===== src/bsw_defines.vh =====
// register offsets, field positions and constants of the bit stream unit
`ifndef BSW_DEFINES_VH
`define BSW_DEFINES_VH
`define BSW_OFS_MODE 8'h00
`define BSW_OFS_SEED 8'h04
`define BSW_OFS_STATE 8'h08
`define BSW_OFS_POLY 8'h0c
`define BSW_OFS_DATA 8'h10
`define BSW_OFS_LINK 8'h14
`define BSW_MODE_SHORT_EN 0
`define BSW_MODE_LONG_EN 1
`define BSW_MODE_CP_LO 2
`define BSW_MODE_CP_HI 3
`define BSW_MODE_BIT_ORDER 4
`define BSW_MODE_READOUT 5
`define BSW_MODE_BUSY 6
`define BSW_SEED_LONG_RESET 7
`define BSW_CP_RX 2'h1
`define BSW_CP_TX 2'h3
`define BSW_MODE_RESET 8'h00
`define BSW_SEED_RESET 7'h00
`define BSW_STATE_RESET 32'h00000000
`define BSW_POLY_RESET 32'h00000000
`define BSW_LONG_ONES9 9'h1ff
`define BSW_LONG_ONES8 8'hff
`define BSW_BITS_PER_BYTE 4'h8
`define BSW_CLK_MHZ 250
`define BSW_BIT_TIME_NS 4
`define BSW_BIT_CYCLES ((`BSW_BIT_TIME_NS * `BSW_CLK_MHZ + 999) / 1000)
`endif


===== src/bsw_stream_unit.v =====
// bit stream unit: crc, whiteners, link feed and co-processor over ahb-lite
// Functional notes
// crc insert and check, order 8-32
// short whitener x^7+x^4+1, output equals feedback
// per-whitener enable, combined bit xored on data
// seed write loads reversed stages, stage0 one
// long whitener 9-bit sequence, reversed output byte
// long reset sets both registers all ones
// output byte reloaded after each byte
// engine seeds whitener, long reset on bit7
// 32-bit state and polynomial, taps where set
// controller loads polynomial once, state per packet
// state shifts out serially as crc field
// crc bytes whitened and de-whitened too
// reduced order needs zero low bits
// crc length whole bytes, 1 to 4
// ccitt polynomial bytes programmed by software
// mode 01 receive, 11 transmit
// data write starts byte, busy raised
// bit order lsb first at 0
// result whitened or unchanged
// readout returns one crc byte per write
// no co-processor while engine runs
// busy lasts eight clocks per byte
//
// Chosen here: the AHB-Lite slave port and the address map.
`include "bsw_defines.vh"
module bsw_stream_unit (
  // clock and reset
  input wire hclk,
  input wire hresetn,
  // ahb-lite slave
  input wire hsel,
  input wire [7:0] haddr,
  input wire [1:0] htrans,
  input wire hwrite,
  input wire [2:0] hsize,
  input wire [31:0] hwdata,
  input wire hready,
  output wire hreadyout,
  output wire hresp,
  output reg [31:0] hrdata,
  // link layer engine bit stream
  input wire link_seed_load,
  input wire [7:0] whiten_init_var,
  input wire link_state_load,
  input wire [31:0] crc_init_var,
  input wire [2:0] crc_byte_count_var,
  input wire link_tx,
  input wire link_bit_valid,
  input wire link_bit_in,
  input wire link_crc_phase,
  output reg link_bit_out_ff,
  output reg link_bit_valid_ff,
  output reg link_crc_ok_ff,
  output reg link_crc_done_ff
);
  // co-processor states
  localparam ST_IDLE = 1'b0;
  localparam ST_RUN = 1'b1;

  reg [7:0] mode_ff;
  reg [6:0] seed_ff;
  reg [31:0] crc_state_regs_ff;
  reg [31:0] crc_poly_regs_ff;
  reg [7:0] coproc_byte_ff;
  reg state_ff;
  reg [3:0] bit_cnt_ff;
  reg [7:0] work_ff;
  reg [5:0] crc_bits_ff;
  reg crc_err_ff;
  reg wr_pend_ff;
  reg [7:0] wr_addr_ff;
  reg [7:0] nxt_mode;
  wire [31:0] nxt_crc;
  wire crc_fb;
  reg nxt_data_bit;
  reg nxt_white_in;
  reg nxt_feed_crc;
  reg crc_step;
  reg white_step;
  wire [1:0] coproc_select;
  wire coproc_busy;
  wire coproc_bit_order;
  wire crc_readout_select;
  wire short_en;
  wire long_en;
  wire addr_phase;
  wire seed_wr;
  wire data_wr;
  wire long_reset;
  wire white_bit;
  wire [2:0] bit_idx;
  wire [2:0] sel_idx;
  wire cp_in_bit;
  wire crc_out_bit;
  wire [7:0] rd_mux;
  wire byte_done;
  wire seed_load;
  wire [6:0] seed_src;

  // mode fields
  assign short_en = mode_ff[`BSW_MODE_SHORT_EN];
  assign long_en = mode_ff[`BSW_MODE_LONG_EN];
  assign coproc_select = mode_ff[`BSW_MODE_CP_HI:`BSW_MODE_CP_LO];
  assign coproc_bit_order = mode_ff[`BSW_MODE_BIT_ORDER];
  assign crc_readout_select = mode_ff[`BSW_MODE_READOUT];
  assign coproc_busy = state_ff;

  // zero wait state slave, always okay
  assign hreadyout = 1'b1;
  assign hresp = 1'b0;
  assign addr_phase = hsel & hready & htrans[1];

  // capture write address phase for the following data phase
  always @(posedge hclk or negedge hresetn) begin
    if (!hresetn) begin
      wr_pend_ff <= 1'b0;
      wr_addr_ff <= 8'h00;
    end else begin
      wr_pend_ff <= addr_phase & hwrite;
      if (addr_phase) begin
        wr_addr_ff <= haddr;
      end
    end
  end

  // read data registered at address phase
  assign rd_mux = coproc_byte_ff;
  always @(posedge hclk or negedge hresetn) begin
    if (!hresetn) begin
      hrdata <= 32'h00000000;
    end else if (addr_phase & ~hwrite) begin
      case (haddr)
        `BSW_OFS_MODE: hrdata <= {24'h000000, nxt_mode};
        `BSW_OFS_SEED: hrdata <= {25'h0000000, seed_ff};
        `BSW_OFS_STATE: hrdata <= crc_state_regs_ff;
        `BSW_OFS_POLY: hrdata <= crc_poly_regs_ff;
        `BSW_OFS_DATA: hrdata <= {24'h000000, rd_mux};
        `BSW_OFS_LINK: hrdata <= {30'h00000000, link_crc_ok_ff,
                                  crc_err_ff};
        default: hrdata <= 32'h00000000;
      endcase
    end
  end

  // busy shows live in the mode register
  always @* begin
    nxt_mode = mode_ff;
    nxt_mode[`BSW_MODE_BUSY] = coproc_busy;
  end

  assign seed_wr = wr_pend_ff & (wr_addr_ff == `BSW_OFS_SEED);
  assign data_wr = wr_pend_ff & (wr_addr_ff == `BSW_OFS_DATA) &
                   coproc_select[0] & ~coproc_busy;
  // long reset from software or engine seed with bit 7
  assign long_reset = (seed_wr & hwdata[`BSW_SEED_LONG_RESET]) |
    (link_seed_load & whiten_init_var[`BSW_SEED_LONG_RESET]);
  assign seed_load = seed_wr | link_seed_load;
  assign seed_src = link_seed_load ? whiten_init_var[6:0] : hwdata[6:0];

  // software configuration registers; engine loads state per packet
  always @(posedge hclk or negedge hresetn) begin
    if (!hresetn) begin
      mode_ff <= `BSW_MODE_RESET;
      seed_ff <= `BSW_SEED_RESET;
      crc_poly_regs_ff <= `BSW_POLY_RESET;
    end else begin
      if (wr_pend_ff & (wr_addr_ff == `BSW_OFS_MODE)) begin
        mode_ff <= hwdata[7:0] & 8'h3f;
      end
      if (seed_load) begin
        seed_ff <= seed_src;
      end
      if (wr_pend_ff & (wr_addr_ff == `BSW_OFS_POLY)) begin
        crc_poly_regs_ff <= hwdata;
      end
    end
  end

  // bit selection: lsb first when order is 0, msb first when 1
  assign bit_idx = bit_cnt_ff[2:0];
  assign sel_idx = coproc_bit_order ? (3'h7 - bit_idx) : bit_idx;
  assign cp_in_bit = work_ff[sel_idx];
  // crc field leaves from the top of the state register
  assign crc_out_bit = crc_state_regs_ff[31];

  // datapath: whitening order and crc feed per mode
  always @* begin
    crc_step = 1'b0;
    white_step = 1'b0;
    nxt_white_in = 1'b0;
    nxt_feed_crc = 1'b0;
    nxt_data_bit = 1'b0;
    if (state_ff == ST_RUN) begin
      white_step = 1'b1;
      if (coproc_select == `BSW_CP_RX) begin
        // receive: de-whiten first, then crc
        nxt_data_bit = cp_in_bit ^ white_bit;
        nxt_feed_crc = nxt_data_bit;
        crc_step = 1'b1;
      end else if (crc_readout_select) begin
        // transmit readout: crc bit, then whitening
        nxt_data_bit = crc_out_bit ^ white_bit;
        crc_step = 1'b1;
        nxt_feed_crc = 1'b0;
      end else begin
        // transmit: crc on raw bit, whitening after
        nxt_feed_crc = cp_in_bit;
        nxt_data_bit = cp_in_bit ^ white_bit;
        crc_step = 1'b1;
      end
    end else if (link_bit_valid) begin
      white_step = 1'b1;
      crc_step = 1'b1;
      if (link_crc_phase & link_tx) begin
        nxt_data_bit = crc_out_bit ^ white_bit;
      end else begin
        nxt_white_in = link_bit_in ^ white_bit;
        nxt_data_bit = nxt_white_in;
        nxt_feed_crc = link_tx ? link_bit_in : nxt_white_in;
      end
    end
  end

  // shift register with taps where the polynomial bit is one
  assign crc_fb = nxt_feed_crc ^ crc_state_regs_ff[31];
  genvar g;
  generate
    for (g = 0; g < 32; g = g + 1) begin : g_crc
      if (g == 0) begin : g_first
        assign nxt_crc[g] = crc_fb & crc_poly_regs_ff[g];
      end else begin : g_rest
        assign nxt_crc[g] = crc_state_regs_ff[g - 1] ^
                            (crc_fb & crc_poly_regs_ff[g]);
      end
    end
  endgenerate

  // crc state: software or engine load, then stepping
  always @(posedge hclk or negedge hresetn) begin
    if (!hresetn) begin
      crc_state_regs_ff <= `BSW_STATE_RESET;
    end else if (link_state_load) begin
      crc_state_regs_ff <= crc_init_var;
    end else if (wr_pend_ff & (wr_addr_ff == `BSW_OFS_STATE)) begin
      crc_state_regs_ff <= hwdata;
    end else if (crc_step) begin
      if (state_ff == ST_RUN & crc_readout_select &
          coproc_select == `BSW_CP_TX) begin
        crc_state_regs_ff <= {crc_state_regs_ff[30:0], 1'b0};
      end else if (link_crc_phase & link_tx & state_ff == ST_IDLE) begin
        crc_state_regs_ff <= {crc_state_regs_ff[30:0], 1'b0};
      end else begin
        crc_state_regs_ff <= nxt_crc;
      end
    end
  end

  // co-processor byte engine, one bit per clock
  always @(posedge hclk or negedge hresetn) begin
    if (!hresetn) begin
      state_ff <= ST_IDLE;
      bit_cnt_ff <= 4'h0;
      work_ff <= 8'h00;
      coproc_byte_ff <= 8'h00;
    end else begin
      case (state_ff)
        ST_IDLE: begin
          if (data_wr) begin
            state_ff <= ST_RUN;
            bit_cnt_ff <= 4'h0;
            work_ff <= hwdata[7:0];
          end
        end
        ST_RUN: begin
          coproc_byte_ff[sel_idx] <= nxt_data_bit;
          bit_cnt_ff <= bit_cnt_ff + 4'h1;
          if (bit_cnt_ff == `BSW_BITS_PER_BYTE - 4'h1) begin
            state_ff <= ST_IDLE;
          end
        end
        default: state_ff <= ST_IDLE;
      endcase
    end
  end

  // link bit counter keeps the long whitener byte aligned
  reg [2:0] link_cnt_ff;
  always @(posedge hclk or negedge hresetn) begin
    if (!hresetn) begin
      link_cnt_ff <= 3'h0;
    end else if (seed_load | long_reset) begin
      link_cnt_ff <= 3'h0;
    end else if (link_bit_valid & state_ff == ST_IDLE) begin
      link_cnt_ff <= link_cnt_ff + 3'h1;
    end
  end

  // crc field bit count and mismatch tracking on the link
  always @(posedge hclk or negedge hresetn) begin
    if (!hresetn) begin
      link_bit_out_ff <= 1'b0;
      link_bit_valid_ff <= 1'b0;
      crc_bits_ff <= 6'h00;
      crc_err_ff <= 1'b0;
      link_crc_ok_ff <= 1'b0;
      link_crc_done_ff <= 1'b0;
    end else begin
      link_bit_valid_ff <= link_bit_valid & (state_ff == ST_IDLE);
      link_crc_done_ff <= 1'b0;
      if (link_bit_valid & state_ff == ST_IDLE) begin
        link_bit_out_ff <= nxt_data_bit;
      end
      if (link_state_load) begin
        crc_bits_ff <= 6'h00;
        crc_err_ff <= 1'b0;
      end else if (link_bit_valid & link_crc_phase &
                   state_ff == ST_IDLE) begin
        crc_bits_ff <= crc_bits_ff + 6'h01;
        if (crc_bits_ff + 6'h01 == {crc_byte_count_var, 3'h0}) begin
          link_crc_done_ff <= 1'b1;
          // the last bit's own mismatch counts too
          link_crc_ok_ff <= ~crc_err_ff & ~(~link_tx &
            (crc_state_regs_ff[31] ^ nxt_white_in));
        end
        // receive: state msb differing from the de-whitened bit means mismatch
        if (~link_tx & (crc_state_regs_ff[31] ^ nxt_white_in)) begin
          crc_err_ff <= 1'b1;
        end
      end
    end
  end

  wire [2:0] w_idx;
  assign w_idx = (state_ff == ST_RUN) ? bit_idx : link_cnt_ff;
  assign byte_done = (w_idx == 3'h7);

  bsw_whitener u_whitener (
    .hclk(hclk),
    .hresetn(hresetn),
    .short_en(short_en),
    .long_en(long_en),
    .seed_load(seed_load),
    .seed(seed_src),
    .long_reset(long_reset),
    .step(white_step),
    .byte_done(byte_done),
    .bit_idx(w_idx),
    .white_bit(white_bit)
  );
endmodule


===== src/bsw_whitener.v =====
// short and long whitener sequence generators, one bit per step
`include "bsw_defines.vh"
module bsw_whitener (
  // clock and reset
  input wire hclk,
  input wire hresetn,
  // control
  input wire short_en,
  input wire long_en,
  input wire seed_load,
  input wire [6:0] seed,
  input wire long_reset,
  input wire step,
  input wire byte_done,
  input wire [2:0] bit_idx,
  // combined whitening bit for this step
  output wire white_bit
);
  reg [6:0] short_ff;
  reg [8:0] long_ff;
  reg [7:0] obyte_ff;
  reg [6:0] nxt_short;
  reg [8:0] nxt_long;
  wire short_fb;
  wire long_bit;
  integer i;

  // feedback of x^7+x^4+1 is also the output bit
  assign short_fb = short_ff[6] ^ short_ff[3];
  // output byte is used bit reversed against the data byte
  assign long_bit = obyte_ff[3'h7 - bit_idx];
  // a disabled whitener contributes zero
  assign white_bit = (short_en & short_fb) ^ (long_en & long_bit);

  // next sequence values
  always @* begin
    nxt_short = {short_ff[5:0], short_fb};
    nxt_long = {long_ff[7:0], long_ff[8] ^ long_ff[3]};
    for (i = 0; i < 6; i = i + 1) begin
      nxt_short[6 - i] = seed[i];
    end
    nxt_short[0] = 1'b1;
  end

  // short whitener register
  always @(posedge hclk or negedge hresetn) begin
    if (!hresetn) begin
      short_ff <= `BSW_SEED_RESET;
    end else if (seed_load) begin
      short_ff <= nxt_short;
    end else if (step) begin
      short_ff <= {short_ff[5:0], short_fb};
    end
  end

  // long whitener: sequence shifts per bit, output byte per byte
  always @(posedge hclk or negedge hresetn) begin
    if (!hresetn) begin
      long_ff <= `BSW_LONG_ONES9;
      obyte_ff <= `BSW_LONG_ONES8;
    end else if (long_reset) begin
      long_ff <= `BSW_LONG_ONES9;
      obyte_ff <= `BSW_LONG_ONES8;
    end else if (step) begin
      long_ff <= nxt_long;
      if (byte_done) begin
        obyte_ff <= nxt_long[7:0];
      end
    end
  end
endmodule

===== config.mk =====
export PLATFORM = sky130hd
export DESIGN_NAME = bsw_stream_unit
export DESIGN_NICKNAME = d
export VERILOG_FILES = /design/src/bsw_stream_unit.v /design/src/bsw_whitener.v
export VERILOG_INCLUDE_DIRS = /design/src
export SDC_FILE = /design/constraint.sdc
export NUM_CORES = 1
export LEC_CHECK = 0
export ABC_AREA = 1
export BUFFER_PORTS_ARGS = -buffer_cell sky130_fd_sc_hd__buf_4
export CORE_ASPECT_RATIO = 0.7
export CORE_MARGIN = 2
export CORE_UTILIZATION = 40
export DETAILED_ROUTE_END_ITERATION = 10
export SLEW_MARGIN = 20
export SYNTH_ARGS = -nofsm -noshare
export SYNTH_HDL_FRONTEND = slang
export SYNTH_SLANG_ARGS = --single-unit

===== constraint.sdc =====
create_clock -name hclk -period 3 [get_ports hclk]
set_input_delay 0.3 -clock hclk [delete_from_list [all_inputs] [get_ports hclk]]
set_output_delay 0.3 -clock hclk [all_outputs]
set_load 0.02 [all_outputs]

Word-level counts from Yosys, hierarchy flattened
Index checks and enable logic that the tools add are counted.
{"block": "totals", "ff_bits": 177, "input_bits": 99, "out_inout_bits": 38, "word_cells": 216}
{"block": "op_classes", "n_addsub": 5, "order_cmp": 3, "eq_ne": 15, "muxes": 54, "n_bitwise": 104, "reduce_logical": 14}
{"op": "$pmux W32 S6", "count": 1}
{"op": "$mux W32", "count": 5}
{"op": "$and A1 B1 Y1", "count": 56}
{"op": "$xor A1 B1 Y1", "count": 39}
{"op": "$eq A8 B4 Y1 const B", "count": 4}
{"op": "$mux W1", "count": 27}
{"op": "$eq A8 B5 Y1 const B", "count": 3}
{"op": "$mux W8", "count": 3}
{"op": "$mux W7", "count": 3}
{"op": "$mux W9", "count": 2}
{"op": "$eq A8 B3 Y1 const B", "count": 2}
{"op": "$logic_not A8 Y1", "count": 2}
{"op": "$mux W3", "count": 4}
{"op": "$mux W6", "count": 2}
{"op": "$reduce_bool A2 Y1", "count": 6}
{"op": "$bwmux W8", "count": 1}
{"op": "$lt A3 B4 Y1 const B", "count": 2}
{"op": "$pmux W4 S2", "count": 1}
{"op": "$add A6 B1 Y6 const B", "count": 1}
{"op": "$bmux W1 S3", "count": 2}
{"op": "$eq A6 B6 Y1", "count": 1}
{"op": "$not A1 Y1", "count": 6}
{"op": "$reduce_and A2 Y1", "count": 3}
{"op": "$sub A3 B3 Y3 const A", "count": 2}
{"op": "15 further kinds", "count": 17}

Longest topological paths before layout
Gate-level depths: netlist of the first run.
{"block": "depth", "depth_word": 19, "mapped_depth": 22, "ltp_nobuf": 21}

By module
Synthesis of the first run repeated with hierarchy kept, for this count alone.
{"block": "unflattened", "hier_cells": 1357, "hier_area_um2": 9798.1}
{"module": "bsw_stream_unit", "n_inst": 1, "cells_per_inst": 1229, "area_per_inst_um2": 8672.1, "seq_area_each_um2": 3828.7}
{"module": "bsw_whitener", "n_inst": 1, "cells_per_inst": 128, "area_per_inst_um2": 1126.1, "seq_area_each_um2": 621.8}

Worst setup path before layout of the first run
Ideal clock, no wire load.
{"block": "synth_timing", "path_kind": "reg2reg", "from": "register mode_ff[4]", "to": "register crc_state_regs_ff[2]", "setup_ns": 0.117, "arrival_ns": 1.987, "required_time_ns": 2.883, "path_slack_ns": 0.896, "path_stages_with_launch": 20, "path_buffers": 1, "synth_period_minus_slack_ns": 2.104, "cell_sequence": "dfrtp_1 > xnor2_1 > inv_2 > nand3_1 > nand2_1 > nand2_1 > nand2_1 > inv_2 > nor2_1 > nor3_1 > nand2_1 > nand2_1 > nand2_1 > nand2_2 > buf_4 > nand3_1 > nand3_1 > nand2_1 > nand2_1 > nand2_1"}
{"block": "synth_between", "elab_chain_len": 14, "word_cells_on_any_way": 15, "cone_classes": "mux (11); bitwise (4)"}
{"element": "start, declared", "line": "bsw_stream_unit.v:62", "rtl": "reg [7:0] mode_ff;"}
{"element": "start signal, assigned", "line": "bsw_stream_unit.v:165", "rtl": "mode_ff <= `BSW_MODE_RESET;"}
{"element": "start signal, assigned", "line": "bsw_stream_unit.v:170", "rtl": "mode_ff <= hwdata[7:0] & 8'h3f;"}
{"element": "$mux W3 (*)", "line": "bsw_stream_unit.v:183", "rtl": "assign sel_idx = coproc_bit_order ? (3'h7 - bit_idx) : bit_idx;"}
{"element": "$bmux W1 S3 (*)", "line": "bsw_stream_unit.v:184", "rtl": "assign cp_in_bit = work_ff[sel_idx];"}
{"element": "$mux W1 (not written as such) (*)", "line": "bsw_stream_unit.v:184"}
{"element": "$mux W1 or $xor A1 B1 Y1 (tied branches)", "line": "bsw_stream_unit.v:202, bsw_stream_unit.v:199"}
{"element": "$mux W1 (*)", "line": "bsw_stream_unit.v:197", "rtl": "if (coproc_select == `BSW_CP_RX) begin"}
{"element": "$mux W1 (*)", "line": "bsw_stream_unit.v:195", "rtl": "if (state_ff == ST_RUN) begin"}
{"element": "$xor A1 B1 Y1 (*)", "line": "bsw_stream_unit.v:227", "rtl": "assign crc_fb = nxt_feed_crc ^ crc_state_regs_ff[31];"}
{"element": "$and A1 B1 Y1 (*)", "line": "bsw_stream_unit.v:235", "rtl": "(crc_fb & crc_poly_regs_ff[g]);"}
{"element": "$xor A1 B1 Y1 (*)", "line": "bsw_stream_unit.v:234", "rtl": "assign nxt_crc[g] = crc_state_regs_ff[g - 1] ^"}
{"element": "$mux W32 (*)", "line": "bsw_stream_unit.v:252", "rtl": "end else if (link_crc_phase & link_tx & state_ff == ST_IDLE) begin"}
{"element": "$mux W32 (*)", "line": "bsw_stream_unit.v:249", "rtl": "if (state_ff == ST_RUN & crc_readout_select &"}
{"element": "$mux W32 (*)", "line": "bsw_stream_unit.v:248", "rtl": "end else if (crc_step) begin"}
{"element": "$mux W32 (*)", "line": "bsw_stream_unit.v:246", "rtl": "end else if (wr_pend_ff & (wr_addr_ff == `BSW_OFS_STATE)) begin"}
{"element": "$mux W32 (*)", "line": "bsw_stream_unit.v:244", "rtl": "end else if (link_state_load) begin"}
{"element": "end signal, assigned", "line": "bsw_stream_unit.v:245", "rtl": "crc_state_regs_ff <= crc_init_var;"}
{"element": "end signal, assigned", "line": "bsw_stream_unit.v:247", "rtl": "crc_state_regs_ff <= hwdata;"}
{"element": "end signal, assigned", "line": "bsw_stream_unit.v:251", "rtl": "crc_state_regs_ff <= {crc_state_regs_ff[30:0], 1'b0};"}
{"element": "end, declared", "line": "bsw_stream_unit.v:64", "rtl": "reg [31:0] crc_state_regs_ff;"}
Mark *: on every way between the ends. The rest lies on a longest branch, timed or not. The select of a mux whose other input is x is not followed.
A chain may end at the register's enable or synchronous reset.

Worst setup path after layout of the first run
{"block": "layout_timing", "from": "register mode_ff[4]", "to": "register crc_state_regs_ff[26]"}
The elaborated chain is that of the path after synthesis.

==> impl_metrics.json, run 1 <==
{
  "start_kind": "flop",
  "seqPwrFrac": 0.414,
  "combPwrFrac": 0.271,
  "min_to": "wr_addr_ff[6]",
  "p_per_area_mw_per_mm2": 630.9,
  "max_slew_margin": 0.3824,
  "setup_tns_ps": 0,
  "ys.warnings.count": 0,
  "ant_nets": 0,
  "crit_family": "simple AND/OR/NAND/NOR gates",
  "drt_iter0_drc": 778,
  "leakagePower_nw": 6.027,
  "reg2reg_from": "mode_ff[4]",
  "synth_area_leaders": "dfrtp_1 42%, nand2_1 15%, nor2_1 6.8%, nand3_1 6.3%, inv_1 5.5%",
  "setup_viol": 0,
  "cpMostUsedCell": "nand2_1",
  "clk_latency_ps": 440,
  "dieArea_mm2": 0.02503,
  "worstMarginPinSlew_ps": 920.3,
  "cts_tree": "built",
  "via_per_inst": 5.134,
  "num_antenna_cells": 0,
  "fin_nets": 1533,
  "start_util": 0.4050,
  "r2r-end": "crc_state_regs_ff[26]",
  "synth_area_mm2": 0.009503,
  "ys_types": 37,
  "gp_congestion": 0.8593,
  "rrSetupSlack_ps": 320,
  "drc": 0,
  "yosysTopAreaCell": "dfrtp_1",
  "dr.pass1.iters": 5,
  "vias": 9041,
  "critPathRequiredTime_ps": 3330,
  "cp_slowest_cell": "dfrtp_1",
  "drv_slew": 0,
  "peakVddDrop_mv": 0.4477,
  "grt_pass1_vias": 8578,
  "syn-mean-instance-area_um2": 7.205,
  "grt_max_degree": 74,
  "min_path_type": "input pin to flop",
  "placementRows": 47,
  "drive_gt1_frac": 0.1511,
  "critPathMaxFanout": 20,
  "die_w_um": 188.2,
  "hold_path_startpoint": "haddr[6]",
  "htree_levels": 4,
  "p_sw_w": 0.002484,
  "min_period_ps": 2682,
  "hold_viol": 0,
  "path_buf_inv": 3,
  "grt_pass1_wl_mm": 46.25,
  "grt_setup_unrepaired": "false",
  "endpoint_kind": "flop",
  "gr-usage-all-layers": 0.2360,
  "p_int_w": 0.004737,
  "synth_nets": 1422,
  "clock_skew_ps": 10.72,
  "arrival_ps": 3010,
  "worstPathCellList": "xnor2_1 > inv_2 > nand3_1 > nand2_1 > nand2_1 > nand2_1 > inv_2 > nor2_1 > nor3_1 > nand2_1 > nand2_1 > nand2_1 > nand2_2 > buf_6 > nand3_1 > nand3_1 > nand2_1 > nand2_1 > nand2_1",
  "synthToLayoutAreaGrowth_pct": 20.45,
  "max_freq_mhz": 372.8,
  "grt.overflow.total": 0,
  "swShare": 0.3439,
  "r2r_cells": 19,
  "whs_path_depth": 3,
  "cts_sinks": 177,
  "grt_antenna_before_repair": 0,
  "ys_seq_elements": 177,
  "synth-seq-area-share": 0.4683,
  "clk_pin_slew_ps": 70,
  "worstSetupPathType": "flop to flop",
  "io_buffer_count": 130,
  "ioPinCount": 137,
  "cap_violations": 0,
  "cts-root-buf": "clkbuf_16",
  "fill_cells": 2321,
  "clock_path_buffers": 2,
  "die_h_um": 133.0,
  "drt_wl_total_mm": 28.75,
  "detailed_place.area_mm2": 0.01083,
  "max_stage_delay_ps": 440,
  "core_area_mm2": 0.02346,
  "detail_route.wl_per_cell_um": 16.33,
  "netlist.area_leader.share": 0.4213,
  "period_share": 0.8940,
  "outcome": "complete, no violations",
  "final_cell_area_mm2": 0.01145,
  "cts_buffers": 17,
  "dp_hpwl_mm": 19.80,
  "synthCells": 1319,
  "pwr-share-clk": 0.316
}
==> worst reg2reg max path, delay by kind of cell (launching register included) <==
family | cells | cell delay (ps)
buffers and inverters | 3 | 420
flip-flops | 1 | 440
AND/OR/NAND/NOR | 15 | 1280
XOR/XNOR | 1 | 440
==> power groups by stage <==
| stage | Combinational [W] | Clock [W] | Sequential [W] |
|---|---|---|---|
| 2_1_floorplan | 0.00135 | 0 | 0.00297 |
| 3_3_place_gp | 0.00188 | 0 | 0.00301 |
| 3_5_place_dp | 0.00192 | 0 | 0.00302 |
| 4_1_cts | 0.00193 | 0.00232 | 0.00298 |
| 5_1_grt | 0.00224 | 0.00241 | 0.00303 |
| 6_report | 0.00195 | 0.00228 | 0.00299 |
==> worst max-delay path by stage <==
| stage | start | to | slack (ps) | cells after the start |
|---|---|---|---|---|
| final | mode_ff[4] | crc_state_regs_ff[26] | 320 | 19 |
| after global routing | coproc_busy | crc_state_regs_ff[27] | 2 | 20 |
| after CTS | coproc_busy | crc_state_regs_ff[26] | 210 | 20 |
| after detailed placement | coproc_busy | crc_state_regs_ff[27] | 250 | 20 |
| after global placement | coproc_busy | crc_state_regs_ff[27] | 330 | 20 |
| after floorplan | mode_ff[4] | crc_state_regs_ff[2] | 900 | 19 |
==> sequential cells by signal, summed over array words and instances (netlist names), 6 cells and up <==
register             cells
hrdata                  32
u_whitener.long_ff       9
mode_ff                  6
crc_bits_ff              6
wr_addr_ff               8
crc_poly_regs_ff        32
u_whitener.short_ff      7
seed_ff                  7
u_whitener.obyte_ff      8
coproc_byte_ff           8
work_ff                  8
crc_state_regs_ff       32
==> layout by cell type, fill, tap and decap left out, types with 8 or more instances in the layout <==
| cell | synthesis | routed |
|---|---|---|
| nor3_1 | 13 | 13 |
| o21ai_0 | 76 | 76 |
| nand2_1 | 372 | 371 |
| clkbuf_16 | 0 | 22 |
| dfstp_2 | 17 | 17 |
| a21oi_1 | 77 | 77 |
| o22ai_1 | 41 | 41 |
| dfrtp_1 | 160 | 159 |
| buf_4 | 9 | 147 |
| inv_1 | 140 | 140 |
| a31oi_1 | 8 | 8 |
| nor2_1 | 171 | 170 |
| nand4_1 | 8 | 8 |
| nand3_1 | 120 | 119 |
==> kinds of logic (layout without fill, tap and decap cells) <==
group                      count (synthesis)  count (layout)  synth area share
and+or+nand+nor                          699             699            0.3022
AOI/OAI and AO/OA                        217             217            0.1253
buffers and inverters                    208             332           0.08703
DFF                                      177             177            0.4683
xor gates and xnor gates                  12              12           0.01106
adders and majority gates                  4               4          0.005267
other                                      2               2         0.0007903
==> layer usage <==
metal,vias to the layer above,share of wire,track usage
met5,-,0,0
met4,0,0.011,0.05556
met3,18,0.072,0.04589
met2,329,0.40,0.3348
met1,4227,0.51,0.3669
li1,4467,-,-
==> synth_stat cells (all sizes together) <==
library cell and n:
a32o 2, o221ai 3, buf 14, nand2 377
ha 4, nand3b 2, xnor2 6, clkbuf 48
clkinv 3, o21ai 79, nor3 14, xor2 6
o2111ai 1, conb 2, nor2 172, dfstp 17
o211ai 2, nand4 9, a211oi 2, a31oi 8
dfrtp 160, o22ai 41, nand3 123, inv 143
a21oi 77, o31ai 2, nor4 2
==> stage by stage <==
| step | hold WS, ps | util | setup WS (ps) | std cells | total power [W] |
|---|---|---|---|---|---|
| finish | 62.09 | 0.4878 | 317.9 | 1761 | 0.007221 |
| global route | 61.54 | 0.4878 | 2.420 | 1761 | 0.007679 |
| CTS | 50.52 | 0.4873 | 205.9 | 1761 | 0.007231 |
| detailed placement | 395.5 | 0.4614 | 245.0 | 1728 | 0.004944 |
| global placement | 400.4 | 0.4614 | 326.8 | 1728 | 0.004891 |
| floorplan | 4.409 | - | 896.2 | 1319 | 0.004320 |
==> final cells by class <==
cell class,count,area [um^2],area share
inverters,146,548.0,0.04788
multi-input cells,934,4242,0.3706
clock buffers,25,561.8,0.04908
repair buffers,154,1207,0.1055
well taps,318,397.9,0.03476
flip-flops and latches,177,4452,0.3889
clock inverters,7,37.54,0.003279
==> repair_timing <==
| action | in CTS | in global routing |
|---|---|---|
| resized for setup | 0 | 4 |
| setup endpoints to repair | 0 | 31 |
| hold buffers | 1 | 0 |
| setup buffers | 0 | 0 |
| endpoints found under the hold margin | 70 | 0 |
Power figures use the tool's default switching activity.
==> run 2, diff against run 1 <==
--- a/config.mk
+++ b/config.mk
@@ -8,7 +8,6 @@
 export LEC_CHECK = 0
 export ABC_AREA = 1
 export BUFFER_PORTS_ARGS = -buffer_cell sky130_fd_sc_hd__buf_4
-export CORE_ASPECT_RATIO = 0.7
 export CORE_MARGIN = 2
 export CORE_UTILIZATION = 40
 export DETAILED_ROUTE_END_ITERATION = 10
==> run 2 against run 1 <==
Setup slack better by 29 ps. Die area is essentially flat. Via count fell by 0.13%. Critical endpoint is now crc_state_regs_ff[2]. Routed wire length decreased by 0.86%. Critical path type unchanged. Sequential cell count stayed put. Non-clock buffer count grew 2. Cell area about the same. Fmax rose by 1.1%. Global-route usage is 0.41 points lower. Highest routed layer unchanged.
==> impl_metrics.json, run 2 (synthesis gave the netlist of run 1 again) <==
{
  "cp_slowest_cell": "dfrtp_1",
  "num_antenna_cells": 0,
  "worstMarginPinSlew_ps": 974.3,
  "grt_max_degree": 66,
  "final_cell_area_mm2": 0.01144,
  "fin_nets": 1535,
  "worstSetupPathType": "flop to flop",
  "dp_hpwl_mm": 19.36,
  "period_share": 0.8842,
  "ant_nets": 0,
  "grt_pass1_wl_mm": 44.62,
  "crit_family": "simple AND/OR/NAND/NOR gates",
  "drv_slew": 0,
  "clock_skew_ps": 10.69,
  "arrival_ps": 3030,
  "critPathRequiredTime_ps": 3370,
  "fill_cells": 2431,
  "endpoint_kind": "flop",
  "rrSetupSlack_ps": 350,
  "start_util": 0.4061,
  "detailed_place.area_mm2": 0.01084,
  "outcome": "complete, no violations",
  "htree_levels": 4,
  "ioPinCount": 137,
  "detail_route.wl_per_cell_um": 16.16,
  "drive_gt1_frac": 0.1529,
  "p_per_area_mw_per_mm2": 624.3,
  "cap_violations": 0,
  "hold_path_startpoint": "haddr[1]",
  "reg.largest.list": "crc_poly_regs_ff x32, crc_state_regs_ff x32, hrdata x32",
  "die_w_um": 158.1,
  "max_slew_margin": 0.3461,
  "grt_setup_unrepaired": "false",
  "drt_wl_total_mm": 28.50,
  "drt_iter0_drc": 812,
  "whs_path_depth": 3,
  "clk_pin_slew_ps": 70,
  "setup_viol": 0,
  "cts_sinks": 177,
  "gr-usage-all-layers": 0.2318,
  "setup_tns_ps": 0,
  "post-cts-setup-buffer-count": 0,
  "critPathMaxFanout": 31,
  "max_freq_mhz": 377.0,
  "path_buf_inv": 2,
  "min_period_ps": 2653,
  "grt_antenna_before_repair": 0,
  "via_per_inst": 5.118,
  "clock_path_buffers": 2,
  "r2r_cells": 19,
  "max_stage_delay_ps": 480,
  "cpMostUsedCell": "nand2_1",
  "clk_latency_ps": 440,
  "cts_tree": "built",
  "die_h_um": 158.1,
  "vias": 9029,
  "grt.overflow.total": 0,
  "final_common_cell": "nand2_1",
  "leakagePower_nw": 6.020,
  "peakVddDrop_mv": 0.3509,
  "core_area_mm2": 0.02340,
  "cts_buffers": 17,
  "synthToLayoutAreaGrowth_pct": 20.36,
  "r2r-end": "crc_state_regs_ff[2]",
  "start_kind": "flop",
  "cts-root-buf": "clkbuf_16",
  "drc": 0,
  "io_buffer_count": 130,
  "min_to": "wr_addr_ff[1]",
  "worstPathCellList": "inv_2 > nand2_1 > nand2_2 > nand2_1 > nand3_1 > nand3_2 > nand4_2 > nand2_2 > nand2_1 > nand3_1 > nand2_1 > nand3_1 > buf_6 > nand3_1 > nand2_1 > nand3_1 > nand2_1 > nand2_1 > nand2_1",
  "min_path_type": "input pin to flop",
  "dr.pass1.iters": 5,
  "placementRows": 56,
  "layout_common_cells": "372 x nand2_1, 170 x nor2_1, 160 x dfrtp_1",
  "gp_congestion": 0.8561,
  "dieArea_mm2": 0.02501,
  "hold_viol": 0,
  "reg2reg_from": "coproc_busy",
  "grt_pass1_vias": 8292
}
run 2: cell count changes in the layout (fill, tap and decap cells not counted), moves of 2 or more:
cell | previous run | this run
inv_6 | 0 | 6
clkbuf_16 | 22 | 17
clkinv_2 | 5 | 1
buf_4 | 147 | 150
inv_8 | 0 | 3
clkbuf_1 | 3 | 1
clkinvlp_4 | 0 | 2
inv_4 | 2 | 0
run 2: tightest hold or removal path: stages:
cell and delay (ps):
buf_4 80, nand2_1 40, nand2_1 50
run 2: timing repair:
item                                    4_1_cts  5_1_grt
hold buffers                                  1        0
resized for setup                             0        2
endpoints found under the hold margin        60        0
endpoints found under the setup margin        0       12
run 2: layout make-up:
class | count | area (um^2) | share of cell area
flip-flops and latches | 177 | 4451 | 0.3891
multi-input cells | 934 | 4247 | 0.3713
repair buffers | 156 | 1219 | 0.1066
inverters | 146 | 548.0 | 0.04792
clock buffers | 18 | 429.2 | 0.03752
well taps | 319 | 399.1 | 0.03490
clock inverters | 14 | 145.1 | 0.01269
run 2: per-stage QoR:
stage                     setup slack (ps)  hold slack, ps    util  total power [W]  std cells
after CTS                            288.9           48.57  0.4882         0.007163       1764
final                                347.4           63.70  0.4887         0.007140       1764
after detailed placement             324.9           363.4  0.4633         0.004930       1731
after global routing                 57.14           70.36  0.4887         0.007593       1764
after floorplan                      896.2           4.409       -         0.004320       1319
after global placement               359.5           378.6  0.4633         0.004890       1731
run 2: worst max-delay path by stage:
stage | start | to | slack (ps) | cells past startpoint
4_1_cts | mode_ff[4] | crc_state_regs_ff[2] | 290 | 18
5_1_grt | coproc_busy | crc_state_regs_ff[2] | 60 | 19
3_5_place_dp | mode_ff[4] | crc_state_regs_ff[2] | 320 | 18
6_report | coproc_busy | crc_state_regs_ff[2] | 350 | 19
2_1_floorplan | mode_ff[4] | crc_state_regs_ff[2] | 900 | 19
3_3_place_gp | mode_ff[4] | crc_state_regs_ff[2] | 360 | 18
run 2: where the power goes:
group,switching (W),internal (W)
Combinational,0.00125,0.000690
Clock,0.00104,0.00118
Sequential,0.000233,0.00275
run 2: routing by layer:
metal  up-vias  part of all wire  track usage
met5         -                 0            0
met4         0             0.012      0.05663
met3        24             0.075      0.04325
met2       316              0.44       0.3416
met1      4208              0.48       0.3507
li1       4481                 -            -
==> run 3, diff against run 2 <==
--- a/config.mk
+++ b/config.mk
@@ -7,10 +7,10 @@
 export NUM_CORES = 1
 export LEC_CHECK = 0
 export ABC_AREA = 1
-export BUFFER_PORTS_ARGS = -buffer_cell sky130_fd_sc_hd__buf_4
 export CORE_MARGIN = 2
 export CORE_UTILIZATION = 40
 export DETAILED_ROUTE_END_ITERATION = 10
+export DONT_BUFFER_PORTS = 1
 export SLEW_MARGIN = 20
 export SYNTH_ARGS = -nofsm -noshare
 export SYNTH_HDL_FRONTEND = slang
==> run 3 against run 2 <==
The run now ends with negative hold slack left. Die area is the same. Total power shrank 1.9%. Sequential power is essentially flat. Critical endpoint unchanged. Combinational power shrank 10%. Sequential share of layout area grew 3.5 points. Fmax shrank 3.5%. Routed wire length shrank 2.4%. Final cell count shrank 7.2%. Hold slack lost 500 ps. Critical path depth is the same. Via count shrank 4.3%. Setup slack lost 96 ps.
==> impl_metrics.json, run 3 (synthesis gave the netlist of run 1 again) <==
{
  "max_freq_mhz": 363.8,
  "clock_skew_ps": 20.59,
  "outcome": "finished, violations left",
  "p_per_area_mw_per_mm2": 667.7,
  "dieArea_mm2": 0.02501,
  "reg.largest.list": "crc_poly_regs_ff x32, crc_state_regs_ff x32, hrdata x32",
  "fin_util": 0.4484,
  "drt_iter0_drc": 889,
  "power_w": 0.007006,
  "start_kind": "flop",
  "arrival_ps": 3070,
  "cpMostUsedCell": "nand2_1",
  "gr-usage-all-layers": 0.2261,
  "setup_tns_ps": 0,
  "io_buffer_count": 0,
  "grt_max_degree": 178,
  "clock_path_buffers": 2,
  "grt_pass1_wl_mm": 43.62,
  "setup_viol": 0,
  "dp_hpwl_mm": 18.82,
  "cp_slowest_cell": "dfrtp_1",
  "clk_latency_ps": 440,
  "peakVddDrop_mv": 0.3554,
  "max_stage_delay_ps": 430,
  "worstMarginPinSlew_ps": 875.5,
  "worstPathCellList": "xnor2_1 > inv_2 > nand3_1 > nand2_1 > nand2_1 > nand2_1 > inv_2 > nor2_1 > nor3_1 > nand2_1 > nand2_1 > nand2_1 > nand2_2 > buf_12 > nand3_1 > nand3_1 > nand2_1 > nand2_1 > nand2_1",
  "period_share": 0.9162,
  "detail_route.wl_per_cell_um": 17.00,
  "dr.pass1.iters": 5,
  "grt_pass1_vias": 8180,
  "grt.overflow.total": 0,
  "cap_violations": 0,
  "final_common_cell": "nand2_1",
  "rrSetupSlack_ps": 250,
  "whs_ps": -435.8,
  "cts-root-buf": "clkbuf_16",
  "cts_buffers": 17,
  "min_period_ps": 2749,
  "cts_tree": "built",
  "endpoint_kind": "flop",
  "ioPinCount": 137,
  "ant_nets": 0,
  "via_per_inst": 5.278,
  "multi_input_area_mm2": 0.004244,
  "fin_nets": 1408,
  "cts_sinks": 177,
  "vias": 8640,
  "seq_area_mm2": 0.004452,
  "fill_cells": 2426,
  "start_util": 0.4061,
  "gp_congestion": 0.8593,
  "post-cts-setup-buffer-count": 0,
  "worstSetupPathType": "flop to flop",
  "grt_setup_unrepaired": "false",
  "drive_gt1_frac": 0.06829,
  "clk_pin_slew_ps": 70,
  "synthToLayoutAreaGrowth_pct": 10.43,
  "drt_wl_total_mm": 27.83,
  "max_slew_margin": 0.4124,
  "critPathRequiredTime_ps": 3320,
  "placementRows": 56,
  "core_area_mm2": 0.02340,
  "violations": "negative hold slack",
  "drc": 0,
  "die_w_um": 158.1,
  "critPathMaxFanout": 27,
  "layout_common_cells": "372 x nand2_1, 170 x nor2_1, 159 x dfrtp_1",
  "min_path_type": "input pin to async pin",
  "num_antenna_cells": 0,
  "htree_levels": 4,
  "grt_antenna_before_repair": 0,
  "leakagePower_nw": 5.380,
  "drv_slew": 0,
  "hold_viol": 177,
  "die_h_um": 158.1
}
run 3: changes by cell type in the layout (fill, tap and decap cells not counted), moves of 2 or more:
cell | previous run | this run
dlygate4sd3_1 | 1 | 7
buf_6 | 2 | 0
inv_6 | 6 | 4
buf_4 | 150 | 20
run 3: critical path, delay by kind of cell (launching register included):
family	cells	cell delay (ps)
flip-flops	1	430
buffers and inverters	3	400
XOR/XNOR	1	410
AND/OR/NAND/NOR	15	1390
run 3: timing repair:
| action | CTS | global route |
|---|---|---|
| hold buffers | 6 | 1 |
| setup endpoints to repair | 0 | 26 |
| hold endpoints to repair | 183 | 178 |
| gates resized for setup | 0 | 4 |
run 3: worst paths after layout:
path	startpoint	depth (start not counted)	endpoint
max	mode_ff[4]	19	crc_state_regs_ff[2]
min	hresetn	0	link_bit_valid_ff
max reg2reg	mode_ff[4]	19	crc_state_regs_ff[2]
min reg2reg	work_ff[0]	2	work_ff[0]
max in group asynchronous	hresetn	0	crc_state_regs_ff[7]
min in group hclk	hwdata[24]	2	crc_poly_regs_ff[24]
run 3: through the flow:
| step | hold WS, ps | setup WS [ps] | cells | cell area [um^2] |
|---|---|---|---|---|
| floorplan | 4.409 | 896.2 | 1319 | 9503 |
| global placement | 14.06 | 229.0 | 1598 | 9827 |
| detailed placement | 13.79 | 197.4 | 1598 | 9827 |
| CTS | -458.0 | 193.4 | 1636 | 10480 |
| global route | -456.0 | 4.750 | 1637 | 10490 |
| finish | -435.8 | 251.5 | 1637 | 10490 |
run 3: area by class of cell:
cell class,instances,area share
clock buffer,18,0.04185
multi-input combinational,934,0.4044
inverter,146,0.05246
clock inverter,14,0.01419
timing repair buffer,29,0.02480
sequential,177,0.4242
tap,319,0.03804
run 3: report_power, final:
group / switching, W / total (W) / internal (W)
registers: 0.000248 / 0.00300 / 0.00275
clock network: 0.00107 / 0.00227 / 0.00120
logic: 0.00114 / 0.00174 / 0.000597
run 3: per-layer routing:
metal,share of wire,global-route usage,up-vias
met4,0.018,0.05363,0
met1,0.46,0.3217,4089
li1,-,-,4224
met5,0,0,-
met2,0.43,0.3360,298
met3,0.090,0.07063,29
